==> src/design/hspb_pkg.sv <==
// constants, types and layouts of the host serial port with bypass
`default_nettype none
package hspb_pkg;
	localparam int CLK_HZ = 40_000_000;
	localparam int CLK_PERIOD_NS = 25;
	localparam int OVS = 8;
	// divisor is baud times 4096 per million
	localparam longint DIV_SCALE_NUM = 4096;
	localparam longint DIV_SCALE_DEN = 1_000_000;
	localparam int BAUD_MOD = int'((longint'(CLK_HZ) * DIV_SCALE_NUM) /
		(DIV_SCALE_DEN * longint'(OVS)));
	localparam int DIV_W = 16;
	localparam int ACC_W = 16;
	localparam logic [DIV_W-1:0] BAUD_DIV_RST = 16'h01d8;
	localparam logic [11:0] KEY_BAUD = 12'h0204;
	localparam logic [11:0] KEY_BRK = 12'h01a4;
	// break timeout unit is one millisecond
	localparam int BRK_UNIT_NS = 1_000_000;
	localparam int MS_CYCLES = BRK_UNIT_NS / CLK_PERIOD_NS;
	localparam int BRK_W = 18;
	localparam logic [BRK_W-1:0] BRK_MIN = 18'h0_03e8;
	localparam logic [BRK_W-1:0] BRK_MAX = 18'h3_e418;
	localparam logic [BRK_W-1:0] BRK_RST = 18'h0_0000;
	localparam logic [7:0] OFS_CTRL = 8'h00;
	localparam logic [7:0] OFS_BAUD = 8'h04;
	localparam logic [7:0] OFS_BRK = 8'h08;
	localparam logic [7:0] OFS_TXD = 8'h0c;
	localparam logic [7:0] OFS_RXD = 8'h10;
	localparam logic [7:0] OFS_STAT = 8'h14;
	localparam logic [7:0] OFS_ISTAT = 8'h18;
	localparam logic [7:0] OFS_IMASK = 8'h1c;
	localparam logic [7:0] OFS_CMD = 8'h20;
	localparam logic [31:0] CMD_BYPASS = 32'h0000_0b5a;
	localparam logic [2:0] HSIZE_WORD = 3'h2;
	localparam int NIRQ = 6;
	localparam int IRQ_RXDONE = 0;
	localparam int IRQ_TXDONE = 1;
	localparam int IRQ_PARERR = 2;
	localparam int IRQ_FRMERR = 3;
	localparam int IRQ_OVERRUN = 4;
	localparam int IRQ_BREAK = 5;
	typedef enum logic [1:0] {PAR_NONE, PAR_ODD, PAR_EVEN} hspb_par_type;
	// control register: bits 1:0 parity, 2 two stop bits, 3 handshake, 4 send break
	typedef struct packed {
		logic send_break;
		logic flow_en;
		logic stop2;
		hspb_par_type parity;
	} hspb_cfg_type;
	localparam int CFG_W = $bits(hspb_cfg_type);
	localparam hspb_cfg_type CFG_RST = '{send_break: 1'b0, flow_en: 1'b0,
		stop2: 1'b0, parity: PAR_NONE};
	typedef struct packed {
		logic bypass;
		logic cts_n;
		logic tx_pend;
		logic tx_busy;
		logic rx_valid;
	} hspb_stat_type;
	typedef enum {RX_IDLE, RX_START, RX_DATA, RX_PAR, RX_STOP} hspb_rx_type;
	typedef enum {TX_IDLE, TX_START, TX_DATA, TX_PAR, TX_STOP1, TX_STOP2} hspb_tx_type;
endpackage
`default_nettype wire

==> src/design/hspb_sync.sv <==
// two flip-flop synchroniser for pin inputs
`default_nettype none
module hspb_sync #(
	parameter int W = 1,
	parameter logic [W-1:0] INIT = '1
) (
	input wire logic CLK,
	input wire logic RESETN,
	input wire logic [W-1:0] D,
	output logic [W-1:0] Q
);
	logic [W-1:0] meta_reg;
	always_ff @(posedge CLK or negedge RESETN)
	begin
		if (!RESETN)
		begin
			meta_reg <= INIT;
			Q <= INIT;
		end
		else
		begin
			meta_reg <= D;
			Q <= meta_reg;
		end
	end
endmodule
`default_nettype wire

==> src/design/hspb_baud.sv <==
// fractional oversampling tick generator driven by the stored divisor
`default_nettype none
module hspb_baud
	import hspb_pkg::*;
(
	input wire logic CLK,
	input wire logic RESETN,
	input wire logic [hspb_pkg::DIV_W-1:0] DIV,
	input wire logic RUN,
	output logic TICK
);
	localparam logic [ACC_W:0] MOD = (ACC_W+1)'(BAUD_MOD);
	logic [ACC_W:0] acc_reg;
	logic [ACC_W:0] sum;
	// tick rate is divisor * OVS / 0.004096 per second, exact on average
	assign sum = acc_reg + {1'b0, DIV};
	always_ff @(posedge CLK or negedge RESETN)
	begin
		if (!RESETN)
		begin
			acc_reg <= '0;
			TICK <= 1'b0;
		end
		else if (!RUN)
		begin
			acc_reg <= '0;
			TICK <= 1'b0;
		end
		else if (sum >= MOD)
		begin
			acc_reg <= sum - MOD;
			TICK <= 1'b1;
		end
		else
		begin
			acc_reg <= sum;
			TICK <= 1'b0;
		end
	end
endmodule
`default_nettype wire

==> src/design/hspb_uart_port.sv <==
// serial host port with break reset, bypass routing and AHB-Lite registers
//
// Design decisions made here: the AHB-Lite register port and the register offsets.
`default_nettype none
module hspb_uart_port #(
	parameter int MS_CYCLES = hspb_pkg::MS_CYCLES
) (
	input wire logic CLK,
	input wire logic RESETN,
	input wire logic HSEL,
	input wire logic [31:0] HADDR,
	input wire logic [1:0] HTRANS,
	input wire logic HWRITE,
	input wire logic [2:0] HSIZE,
	input wire logic [31:0] HWDATA,
	input wire logic HREADY,
	output logic HREADYOUT,
	output logic [31:0] HRDATA,
	output logic HRESP,
	input wire logic RXD,
	output logic TXD_O,
	output logic TXD_OE,
	input wire logic CTS_N,
	output logic RTS_N_O,
	output logic RTS_N_OE,
	input wire logic [3:0] GP_I,
	output logic [3:0] GP_O,
	output logic [3:0] GP_OE,
	output logic DEEP_SLEEP,
	output logic RESET_REQ,
	output logic IRQ
);
	import hspb_pkg::*;

	localparam logic [2:0] OVS_LAST = 3'(OVS - 1);
	localparam logic [2:0] OVS_HALF = 3'(OVS / 2 - 1);
	localparam logic [3:0] GP_OE_BYP = 4'h5;
	localparam int MSC_W = $clog2(MS_CYCLES + 1);
	localparam logic [MSC_W-1:0] MS_LAST = MSC_W'(MS_CYCLES - 1);

	function automatic logic par_bit(input logic [7:0] d, input hspb_par_type p);
		par_bit = (p == PAR_ODD) ? ~^d : ^d;
	endfunction

	function automatic logic [BRK_W-1:0] brk_clamp(input logic [BRK_W-1:0] v);
		if (v < BRK_MIN)
			brk_clamp = '0;
		else if (v > BRK_MAX)
			brk_clamp = BRK_MAX;
		else
			brk_clamp = v;
	endfunction

	logic [3:0] pin_s;
	logic rx_s;
	logic cts_s;
	logic tick;
	hspb_cfg_type cfg_reg;
	logic [DIV_W-1:0] div_reg;
	logic [BRK_W-1:0] brk_reg;
	logic [NIRQ-1:0] istat_reg;
	logic [NIRQ-1:0] imask_reg;
	logic [NIRQ-1:0] ev;
	logic bypass_reg;
	logic wr_reg;
	logic rd_reg;
	logic [7:0] addr_reg;
	logic accept;
	logic wr_now;
	logic rd_pop;
	logic [7:0] rx_data_reg;
	logic rx_valid_reg;
	logic [7:0] rx_sh_reg;
	logic [2:0] rx_cnt_reg;
	logic [2:0] rx_bit_reg;
	hspb_rx_type rx_st_reg;
	logic [7:0] tx_hold_reg;
	logic tx_pend_reg;
	logic [7:0] tx_sh_reg;
	logic [2:0] tx_cnt_reg;
	logic [2:0] tx_bit_reg;
	logic tx_line_reg;
	hspb_tx_type tx_st_reg;
	logic [MSC_W-1:0] ms_cnt_reg;
	logic [BRK_W-1:0] low_ms_reg;
	logic brk_done_reg;
	logic [BRK_W-1:0] brk_lim;
	hspb_stat_type stat;
	logic port_on;
	logic [31:0] rd_next;

	hspb_sync #(.W(4), .INIT(4'hd)) u_sync (
		.CLK(CLK),
		.RESETN(RESETN),
		.D({GP_I[3], GP_I[1], CTS_N, RXD}),
		.Q(pin_s)
	);
	assign rx_s = pin_s[0];
	assign cts_s = pin_s[1];

	// own port stops serving once bypass is in effect
	assign port_on = !bypass_reg;

	hspb_baud u_baud (
		.CLK(CLK),
		.RESETN(RESETN),
		.DIV(div_reg),
		.RUN(port_on),
		.TICK(tick)
	);

	// bus slave: writes finish in one cycle, reads insert one wait state
	assign accept = HSEL && HTRANS[1] && HREADY && (HSIZE == HSIZE_WORD);
	assign wr_now = wr_reg;
	assign HREADYOUT = !rd_reg;
	assign HRESP = 1'b0;

	always_ff @(posedge CLK or negedge RESETN)
	begin
		if (!RESETN)
		begin
			wr_reg <= 1'b0;
			rd_reg <= 1'b0;
			addr_reg <= '0;
		end
		else
		begin
			wr_reg <= accept && HWRITE;
			rd_reg <= accept && !HWRITE;
			if (accept)
				addr_reg <= {HADDR[7:2], 2'b00};
		end
	end

	assign stat = '{bypass: bypass_reg, cts_n: cts_s, tx_pend: tx_pend_reg,
		tx_busy: (tx_st_reg != TX_IDLE), rx_valid: rx_valid_reg};

	always_comb
	begin
		rd_next = '0;
		if (addr_reg == OFS_CTRL)
			rd_next = 32'(cfg_reg);
		else if (addr_reg == OFS_BAUD)
			rd_next = 32'(div_reg);
		else if (addr_reg == OFS_BRK)
			rd_next = 32'(brk_reg);
		else if (addr_reg == OFS_RXD)
			rd_next = 32'(rx_data_reg);
		else if (addr_reg == OFS_STAT)
			rd_next = 32'(stat);
		else if (addr_reg == OFS_ISTAT)
			rd_next = 32'(istat_reg);
		else if (addr_reg == OFS_IMASK)
			rd_next = 32'(imask_reg);
	end

	assign rd_pop = rd_reg && (addr_reg == OFS_RXD);

	always_ff @(posedge CLK or negedge RESETN)
	begin
		if (!RESETN)
			HRDATA <= '0;
		else if (rd_reg)
			HRDATA <= rd_next;
	end

	// configuration registers
	always_ff @(posedge CLK or negedge RESETN)
	begin
		if (!RESETN)
		begin
			cfg_reg <= CFG_RST;
			div_reg <= BAUD_DIV_RST;
			brk_reg <= BRK_RST;
			imask_reg <= '0;
		end
		else if (wr_now)
		begin
			if (addr_reg == OFS_CTRL)
				cfg_reg <= HWDATA[CFG_W-1:0];
			else if (addr_reg == OFS_BAUD)
				div_reg <= HWDATA[DIV_W-1:0];
			else if (addr_reg == OFS_BRK)
				brk_reg <= HWDATA[BRK_W-1:0];
			else if (addr_reg == OFS_IMASK)
				imask_reg <= HWDATA[NIRQ-1:0];
		end
	end

	// bypass is sticky; there is no write that clears it
	always_ff @(posedge CLK or negedge RESETN)
	begin
		if (!RESETN)
			bypass_reg <= 1'b0;
		else if (wr_now && addr_reg == OFS_CMD && HWDATA == CMD_BYPASS)
			bypass_reg <= 1'b1;
	end

	// transmit holding word; a write while one is pending is dropped
	always_ff @(posedge CLK or negedge RESETN)
	begin
		if (!RESETN)
		begin
			tx_hold_reg <= '0;
			tx_pend_reg <= 1'b0;
		end
		else if (wr_now && addr_reg == OFS_TXD && !tx_pend_reg && port_on)
		begin
			tx_hold_reg <= HWDATA[7:0];
			tx_pend_reg <= 1'b1;
		end
		else if (tx_st_reg == TX_IDLE && tx_pend_reg && tick && !cfg_reg.send_break
			&& (!cfg_reg.flow_en || !cts_s))
			tx_pend_reg <= 1'b0;
	end

	// transmitter: each bit lasts OVS ticks
	always_ff @(posedge CLK or negedge RESETN)
	begin
		if (!RESETN)
		begin
			tx_st_reg <= TX_IDLE;
			tx_sh_reg <= '0;
			tx_cnt_reg <= '0;
			tx_bit_reg <= '0;
			tx_line_reg <= 1'b1;
		end
		else if (tick)
		begin
			tx_cnt_reg <= tx_cnt_reg + 3'd1;
			case (tx_st_reg)
				TX_IDLE:
				begin
					tx_cnt_reg <= '0;
					tx_line_reg <= !cfg_reg.send_break;
					if (tx_pend_reg && !cfg_reg.send_break && (!cfg_reg.flow_en || !cts_s))
					begin
						tx_sh_reg <= tx_hold_reg;
						tx_line_reg <= 1'b0;
						tx_st_reg <= TX_START;
					end
				end
				TX_START:
					if (tx_cnt_reg == OVS_LAST)
					begin
						tx_line_reg <= tx_sh_reg[0];
						tx_bit_reg <= '0;
						tx_st_reg <= TX_DATA;
					end
				TX_DATA:
					if (tx_cnt_reg == OVS_LAST)
					begin
						tx_bit_reg <= tx_bit_reg + 3'd1;
						tx_line_reg <= tx_sh_reg[tx_bit_reg + 3'd1];
						if (tx_bit_reg == 3'd7)
						begin
							tx_line_reg <= (cfg_reg.parity == PAR_NONE) ? 1'b1
								: par_bit(tx_sh_reg, cfg_reg.parity);
							tx_st_reg <= (cfg_reg.parity == PAR_NONE) ? TX_STOP1 : TX_PAR;
						end
					end
				TX_PAR:
					if (tx_cnt_reg == OVS_LAST)
					begin
						tx_line_reg <= 1'b1;
						tx_st_reg <= TX_STOP1;
					end
				TX_STOP1:
					if (tx_cnt_reg == OVS_LAST)
						tx_st_reg <= cfg_reg.stop2 ? TX_STOP2 : TX_IDLE;
				TX_STOP2:
					if (tx_cnt_reg == OVS_LAST)
						tx_st_reg <= TX_IDLE;
				default:
					tx_st_reg <= TX_IDLE;
			endcase
		end
	end

	// receiver: start bit checked at mid bit, then one sample per bit
	always_ff @(posedge CLK or negedge RESETN)
	begin
		if (!RESETN)
		begin
			rx_st_reg <= RX_IDLE;
			rx_sh_reg <= '0;
			rx_cnt_reg <= '0;
			rx_bit_reg <= '0;
		end
		else if (tick)
		begin
			rx_cnt_reg <= rx_cnt_reg + 3'd1;
			case (rx_st_reg)
				RX_IDLE:
				begin
					rx_cnt_reg <= '0;
					if (!rx_s)
						rx_st_reg <= RX_START;
				end
				RX_START:
					if (rx_cnt_reg == OVS_HALF)
					begin
						rx_cnt_reg <= '0;
						rx_bit_reg <= '0;
						rx_st_reg <= rx_s ? RX_IDLE : RX_DATA;
					end
				RX_DATA:
					if (rx_cnt_reg == OVS_LAST)
					begin
						rx_sh_reg <= {rx_s, rx_sh_reg[7:1]};
						rx_bit_reg <= rx_bit_reg + 3'd1;
						if (rx_bit_reg == 3'd7)
							rx_st_reg <= (cfg_reg.parity == PAR_NONE) ? RX_STOP : RX_PAR;
					end
				RX_PAR:
					if (rx_cnt_reg == OVS_LAST)
						rx_st_reg <= RX_STOP;
				RX_STOP:
					if (rx_cnt_reg == OVS_LAST)
						rx_st_reg <= RX_IDLE;
				default:
					rx_st_reg <= RX_IDLE;
			endcase
		end
	end

	// one-word receive buffer; a new character overwrites and flags overrun
	always_ff @(posedge CLK or negedge RESETN)
	begin
		if (!RESETN)
		begin
			rx_data_reg <= '0;
			rx_valid_reg <= 1'b0;
		end
		else if (tick && rx_st_reg == RX_STOP && rx_cnt_reg == OVS_LAST)
		begin
			rx_data_reg <= rx_sh_reg;
			rx_valid_reg <= 1'b1;
		end
		else if (rd_pop)
			rx_valid_reg <= 1'b0;
	end

	// break detector counts whole milliseconds of continuous low
	assign brk_lim = brk_clamp(brk_reg);
	always_ff @(posedge CLK or negedge RESETN)
	begin
		if (!RESETN)
		begin
			ms_cnt_reg <= '0;
			low_ms_reg <= '0;
			brk_done_reg <= 1'b0;
			RESET_REQ <= 1'b0;
		end
		else
		begin
			RESET_REQ <= 1'b0;
			if (rx_s || !port_on)
			begin
				ms_cnt_reg <= '0;
				low_ms_reg <= '0;
				brk_done_reg <= 1'b0;
			end
			else if (ms_cnt_reg == MS_LAST)
			begin
				ms_cnt_reg <= '0;
				if (low_ms_reg != BRK_MAX)
					low_ms_reg <= low_ms_reg + 18'h0_0001;
				// zero timeout disables reset, and a held low fires only once
				if (brk_lim != '0 && low_ms_reg >= brk_lim && !brk_done_reg)
				begin
					RESET_REQ <= 1'b1;
					brk_done_reg <= 1'b1;
				end
			end
			else
				ms_cnt_reg <= ms_cnt_reg + MSC_W'(1);
		end
	end

	// sticky events, write one to clear; a same-cycle event wins
	always_comb
	begin
		ev = '0;
		ev[IRQ_RXDONE] = tick && rx_st_reg == RX_STOP && rx_cnt_reg == OVS_LAST;
		ev[IRQ_TXDONE] = tick && tx_cnt_reg == OVS_LAST && ((tx_st_reg == TX_STOP1
			&& !cfg_reg.stop2) || tx_st_reg == TX_STOP2);
		ev[IRQ_PARERR] = tick && rx_st_reg == RX_PAR && rx_cnt_reg == OVS_LAST
			&& rx_s != par_bit(rx_sh_reg, cfg_reg.parity);
		ev[IRQ_FRMERR] = ev[IRQ_RXDONE] && !rx_s;
		ev[IRQ_OVERRUN] = ev[IRQ_RXDONE] && rx_valid_reg && !rd_pop;
		ev[IRQ_BREAK] = RESET_REQ;
	end

	always_ff @(posedge CLK or negedge RESETN)
	begin
		if (!RESETN)
			istat_reg <= '0;
		else if (wr_now && addr_reg == OFS_ISTAT)
			istat_reg <= (istat_reg & ~HWDATA[NIRQ-1:0]) | ev;
		else
			istat_reg <= istat_reg | ev;
	end

	assign IRQ = |(istat_reg & imask_reg);

	// pin drivers: all enables low under reset, own port or bypass routing after
	always_ff @(posedge CLK or negedge RESETN)
	begin
		if (!RESETN)
		begin
			TXD_O <= 1'b1;
			TXD_OE <= 1'b0;
			RTS_N_O <= 1'b1;
			RTS_N_OE <= 1'b0;
			GP_O <= '0;
			GP_OE <= '0;
			DEEP_SLEEP <= 1'b0;
		end
		else
		begin
			TXD_OE <= 1'b1;
			RTS_N_OE <= 1'b1;
			DEEP_SLEEP <= bypass_reg;
			if (bypass_reg)
			begin
				TXD_O <= pin_s[2];
				RTS_N_O <= pin_s[3];
				GP_O <= {1'b0, cts_s, 1'b0, rx_s};
				GP_OE <= GP_OE_BYP;
			end
			else
			begin
				TXD_O <= tx_line_reg;
				RTS_N_O <= cfg_reg.flow_en && rx_valid_reg;
				GP_O <= '0;
				GP_OE <= '0;
			end
		end
	end
endmodule
`default_nettype wire

==> config.mk <==
export PLATFORM = sky130hd
export DESIGN_NAME = hspb_uart_port
export DESIGN_NICKNAME = d
export VERILOG_FILES = /design/src/design/hspb_pkg.sv /design/src/design/hspb_sync.sv /design/src/design/hspb_baud.sv /design/src/design/hspb_uart_port.sv
export SDC_FILE = /design/constraint.sdc
export NUM_CORES = 1
export LEC_CHECK = 0
export BUFFER_PORTS_ARGS = -buffer_cell sky130_fd_sc_hd__buf_2
export CELL_PAD_IN_SITES_DETAIL_PLACEMENT = 1
export CELL_PAD_IN_SITES_GLOBAL_PLACEMENT = 1
export CORE_ASPECT_RATIO = 1.1
export CORE_MARGIN = 4
export CORE_UTILIZATION = 42
export CTS_BUF_LIST = sky130_fd_sc_hd__clkbuf_16
export DETAILED_ROUTE_END_ITERATION = 16
export PLACE_DENSITY = 0.83
export SLEW_MARGIN = 25
export SYNTH_ARGS = -nofsm -noshare
export SYNTH_HDL_FRONTEND = slang
export SYNTH_SLANG_ARGS = --single-unit
==> constraint.sdc <==
create_clock -name CLK -period 3.6 [get_ports CLK]
set_input_delay 0.18 -clock CLK [delete_from_list [all_inputs] [get_ports CLK]]
set_output_delay 0.18 -clock CLK [all_outputs]
set_load 0.02 [all_outputs]
# Yosys cells after proc, flatten, opt, wreduce, memory -nomap -nowiden
# Index checks and enable logic that the tools add are counted.
# op_classes
n_lt_le_gt_ge	5
eq_ne	45
mux	71
add_sub_neg	8
n_reduce_logical	79
bitwise	8
# op_table
cell	count
32-bit 2-to-1 mux	17
32-bit one-hot mux with 6 select lines	1
32-bit one-hot mux with 5 select lines	1
32-bit by 2-bit == test with 1-bit output, second input constant	4
32-bit by 3-bit == test with 1-bit output, second input constant	4
32-bit by 4-bit == test with 1-bit output, second input constant	3
32-bit zero test	3
18-bit 2-to-1 mux	5
32-bit by 1-bit == test with 1-bit output, second input constant	2
17-bit 2-to-1 mux	2
32-bit by 12-bit == test with 1-bit output, second input constant	1
1-bit logical AND	32
16-bit 2-to-1 mux	2
32-bit nonzero test	1
3-bit 2-to-1 mux	10
2-bit != test, second input constant	13
6-bit by 3-bit == test with 1-bit output, second input constant	4
6-bit 2-to-1 mux	4
1-bit 2-to-1 mux	23
18-bit by 1-bit adder with 18-bit output, second input constant	1
18-bit greater-or-equal comparator	1
18-bit greater-than comparator, second input constant	1
18-bit by 10-bit < comparator with 1-bit output, second input constant	1
18-bit != test, second input constant	1
38 further kinds	79
# totals
regBits	277

# Longest topological paths before layout
# logic_depth
depth_word	9
depth_mapped	16

# Hierarchy
# Synthesis repeated with hierarchy kept, for this count alone.
# unflattened
cells_unflattened	1020
area_unflattened_um2	11081.9
# modules_own_cells
mod	seq_area_each_um2	cells_each	area_per_inst_um2	n_inst
hspb_uart_port	4339.2	801	9076.2	1
hspb_baud	450.4	211	1798.0	1
hspb_sync	207.7	8	207.7	1

# Least setup slack after synthesis
# Ideal clock, no wire load.
# synth_timing
kind	register -> register
startpoint	reg div_reg[0]
endpoint	reg u_baud.acc_reg[14]
arrival_ns	3.519
setup_time_ns	0.120
synth_period_minus_slack_ns	3.639
slack_ns	-0.039
stages_incl_launch_ff	15
path_cell_list	dfrtp_1 -> ha_1 -> fa_1 -> a211oi_2 -> o21ai_2 -> a2111o_1 -> nand2_1 -> xnor2_1 -> ha_1 -> nand3b_1 -> nor4_1 -> o2111ai_1 -> nor4_1 -> nor2_1 -> a31o_2
# synth_between
elab_chain_cells	4
# synth_lines
item	line	source
start: declaration	hspb_uart_port.sv:59	logic [DIV_W-1:0] div_reg;
start signal: assignment	hspb_uart_port.sv:182	div_reg <= HWDATA[DIV_W-1:0];
17-bit by 16-bit adder with 17-bit output (*)	hspb_baud.sv:16	assign sum = acc_reg + {1'b0, DIV};
17-bit by 15-bit subtractor with 17-bit output / 17-bit by 15-bit greater-or-equal comparator with 1-bit output (equally long branches)	hspb_baud.sv:31, hspb_baud.sv:29	
17-bit 2-to-1 mux (*)	hspb_baud.sv:29	else if (sum >= MOD)
17-bit 2-to-1 mux (*)	hspb_baud.sv:24	else if (!RUN)
end signal: assignment	hspb_baud.sv:31	acc_reg <= sum - MOD;
end signal: assignment	hspb_baud.sv:36	acc_reg <= sum;
end: declaration	hspb_baud.sv:13	logic [ACC_W:0] acc_reg;
# Every way passes the cells marked *; elsewhere a longest branch is shown, timed or not.
# A chain may end at the register's enable or synchronous reset.

# Worst setup path in the final report
# Ends and elaborated chain as after synthesis.

==> results_dict.tcl <==
set metrics [dict create \
    synth.avg_cell_area_sq_um 10.5 \
    ios 129 \
    status "completed" \
    async_flop_share_pct 100 \
    reg2reg_slack_ns 0.04 \
    drt-total-wl_mm 30.7 \
    critPathArrivalTime_ns 3.91 \
    yosys_warnings 0 \
    synth-main-ff-cell "dfrtp_1" \
    leakage_nw 5.67 \
    final_hold_viol_count 0 \
    end_kind "flop" \
    rows 60 \
    drc 0 \
    area_growth_pct 15.4 \
    antenna_found_initial 0 \
    synth_top_area_cell "dfrtp_1" \
    cts_tree "built" \
    yosys.cell_count.top_type "dfrtp_1" \
    seq_area_frac_synth_pct 47.0 \
    slew_violations 0 \
    cpMaxStageDelayCell "a2111o_1" \
    clk_pin_slew_ns 0.09 \
    startpoint_type "flop" \
    critPathMaxStageDelay_ns 0.47 \
    power_density_nw_per_um2 633 \
    relSlewSlack_pct 38.5 \
    grt.total_usage_pct 22.1 \
    cpMostUsedCell "nor4_2" \
    p_switching_w 0.00304 \
    synth_top_cell_area_share_pct 43.5 \
    dpl.cell_count 1387 \
    switching_share_pct 39.1 \
    instances_no_fill 1437 \
    pwr-share-seq_pct 35.9 \
    netlist_top_cells_count "dfrtp_1 (185), nor2_1 (101), mux2_2 (86)" \
    htreeDepth 4 \
    critPathBufInv 1 \
    drtAntennaViolNets 0 \
    globalplace.congestion 0.861 \
    ys_types 77 \
    grt_max_degree 97 \
    place_hpwl_mm 20.7 \
    root_buffer "clkbuf_16" \
    critPathKind "reg -> reg" \
    clockBufferDepth 2 \
    initial_core_util_pct 43.1 \
    grt_pass1_vias 9157 \
    reg2reg_from "div_reg[0]$_DFFE_PN0P_" \
    fill_cells 2695 \
    die_x_microns 160 \
    timing.rr.end "u_baud.acc_reg[14]$_DFF_PN0_" \
    cts_sinks 199 \
    startpoint "div_reg[0]$_DFFE_PN0P_" \
    cts_inserted_buffers 17 \
    maxCapViolCount 0 \
    drive_gt1_share_pct 24.8 \
    via_count 8428 \
    grt_pass1_wl_mm 49.9 \
    clkPwrFrac_pct 26.7 \
    ir_drop_mv 0.541 \
    core_area_sq_um 24700 \
    yosys_register_bits 199 \
    skew_ns 0.0122 \
    synthCells 1014 \
    nets 1244 \
    hold_ws_ns 0.0166 \
    synth.area.top_cells "dfrtp_1 (44%), mux2_2 (9.1%), ha_1 (5.8%), nor2_1 (3.6%), dfstp_2 (3.5%)" \
    rsz0062_at_grt "yes" \
    worstRegToRegCells 15 \
    clk_latency_ns 0.45 \
    cp.required_ns 3.94 \
    layout_min_cycle_time_ns 3.56 \
    fmax_mhz 281 \
    worst_hold_startpoint "HWDATA[12]" \
    synth_area_sq_um 10600 \
    worst_slew_pin_slew_ns 0.920 \
    drt_iter0_markers 486 \
    via_per_inst 5.86 \
    port_buffers 80 \
    drtPass1Iterations 5 \
    synth_edf_count 0 \
    worstPathCellList "ha_4 > fa_2 > a211oi_2 > o21ai_2 > a2111o_1 > nand2_2 > xnor2_2 > ha_2 > nand3b_1 > nor4_2 > o2111ai_1 > nor4_2 > buf_4 > nor2_2 > a31o_2" \
    hold_end "div_reg[12]$_DFFE_PN0P_" \
    setup_viol 0 \
    die_area_sq_um 27900 \
    wl_per_cell_microns 21.4 \
    cpLargestDelayFamily "compound AO/OA/AOI/OAI gates" \
    min_path_cells 2 \
    combPwrFrac_pct 37.4 \
    hold_path_class "in -> reg" \
    internal-power_w 0.00473 \
    final.period_utilization_pct 99.0 \
    die_y_microns 175 \
    grt-ovfl-total 0 \
    insertedDiodeCount 0 \
    critPathMaxFanout 5 \
]
-- per-stage QoR --
| step | setup WS, ns | TNS (ns) | power [W] | utilization (%) | area, sq um |
|---|---|---|---|---|---|
| floorplan | 0.0577 | 0 | 0.00469 | - | 10700 |
| global placement | 0.0757 | 0 | 0.00535 | 46.1 | 11400 |
| detailed placement | -0.0124 | -0.0199 | 0.00548 | 46.1 | 11400 |
| CTS | 0.00502 | 0 | 0.00765 | 49.4 | 12200 |
| global route | -0.113 | -0.339 | 0.00823 | 49.7 | 12300 |
| finish | 0.0373 | 0 | 0.00777 | 49.7 | 12300 |
-- worst reg2reg max path: cells and delay by family (launching register included) --
family | cells | cell delay, ns
xor gates and xnor gates | 1 | 0.13
DFF | 1 | 0.42
adders and majority gates | 3 | 0.78
and+or+nand+nor | 5 | 0.71
buffers and inverters | 1 | 0.18
AOI/OAI and AO/OA | 5 | 1.24
-- kinds of logic (layout without fill, tap and decap cells) --
group | Yosys count | count (layout) | share of synthesized area (%)
fa+ha+maj | 50 | 50 | 5.95
mux | 102 | 102 | 11.3
compound gates | 170 | 170 | 10.9
simple gates | 348 | 348 | 16.3
xor+xnor | 53 | 53 | 4.37
flops | 199 | 199 | 47.0
buf+inv | 90 | 185 | 4.11
other cells | 2 | 20 | 0.0706
-- layer usage --
| layer | wire length [microns] | global-route usage [%] |
|---|---|---|
| met1 | 12400 | 27.1 |
| met2 | 15800 | 38.4 |
| met3 | 1290 | 3.82 |
| met4 | 1250 | 9.87 |
| met5 | 0 | 0 |
-- power groups by stage --
stage	sequential [W]	combinational [W]	clock (W)
after CTS	0.00278	0.00277	0.00210
after detailed placement	0.00281	0.00266	0
after floorplan	0.00273	0.00195	0
final	0.00279	0.00290	0.00208
after global placement	0.00279	0.00256	0
after global routing	0.00282	0.00321	0.00220
-- worst max path at each step --
stage / depth (start not counted) / slack (ns) / to
after global placement: 15 / 0.08 / u_baud.acc_reg[14]$_DFF_PN0_
final: 15 / 0.04 / u_baud.acc_reg[14]$_DFF_PN0_
after CTS: 14 / 0.005 / u_baud.acc_reg[15]$_DFF_PN0_
after global routing: 15 / -0.11 / u_baud.acc_reg[15]$_DFF_PN0_
after floorplan: 14 / 0.06 / u_baud.acc_reg[14]$_DFF_PN0_
after detailed placement: 15 / -0.01 / u_baud.acc_reg[15]$_DFF_PN0_
-- area by class of cell --
class	instances	area [sq um]	share of cell area [%]
inverters	27	101	0.826
clock inverters	15	233	1.90
multi-input cells	743	5330	43.4
clock buffers	17	425	3.47
flip-flops and latches	199	5000	40.7
well taps	310	388	3.16
repair buffers	126	802	6.53
-- layout by cell type, fill, tap and decap left out, types with 17 or more instances in the layout --
cell type	instances
dfrtp_1	185
inv_1	27
nor2_1	100
xnor2_1	26
conb_1	20
a21oi_1	37
buf_4	31
o21ai_0	52
ha_1	47
nand3_1	37
nor3_1	19
xor2_1	26
buf_2	79
mux2_2	86
nand2_1	77
nand4_1	18
clkbuf_16	17
-- what timing repair did --
action / 4_1_cts / 5_1_grt
hold endpoints to repair: 103 / 0
cloned: 0 / 0
setup buffers: 1 / 3
pin swaps: 1 / 11
hold buffers: 14 / 0
endpoints found under the setup margin: 6 / 8
gates resized for setup: 3 / 10
No activity file was read; power rests on OpenSTA's default activity.
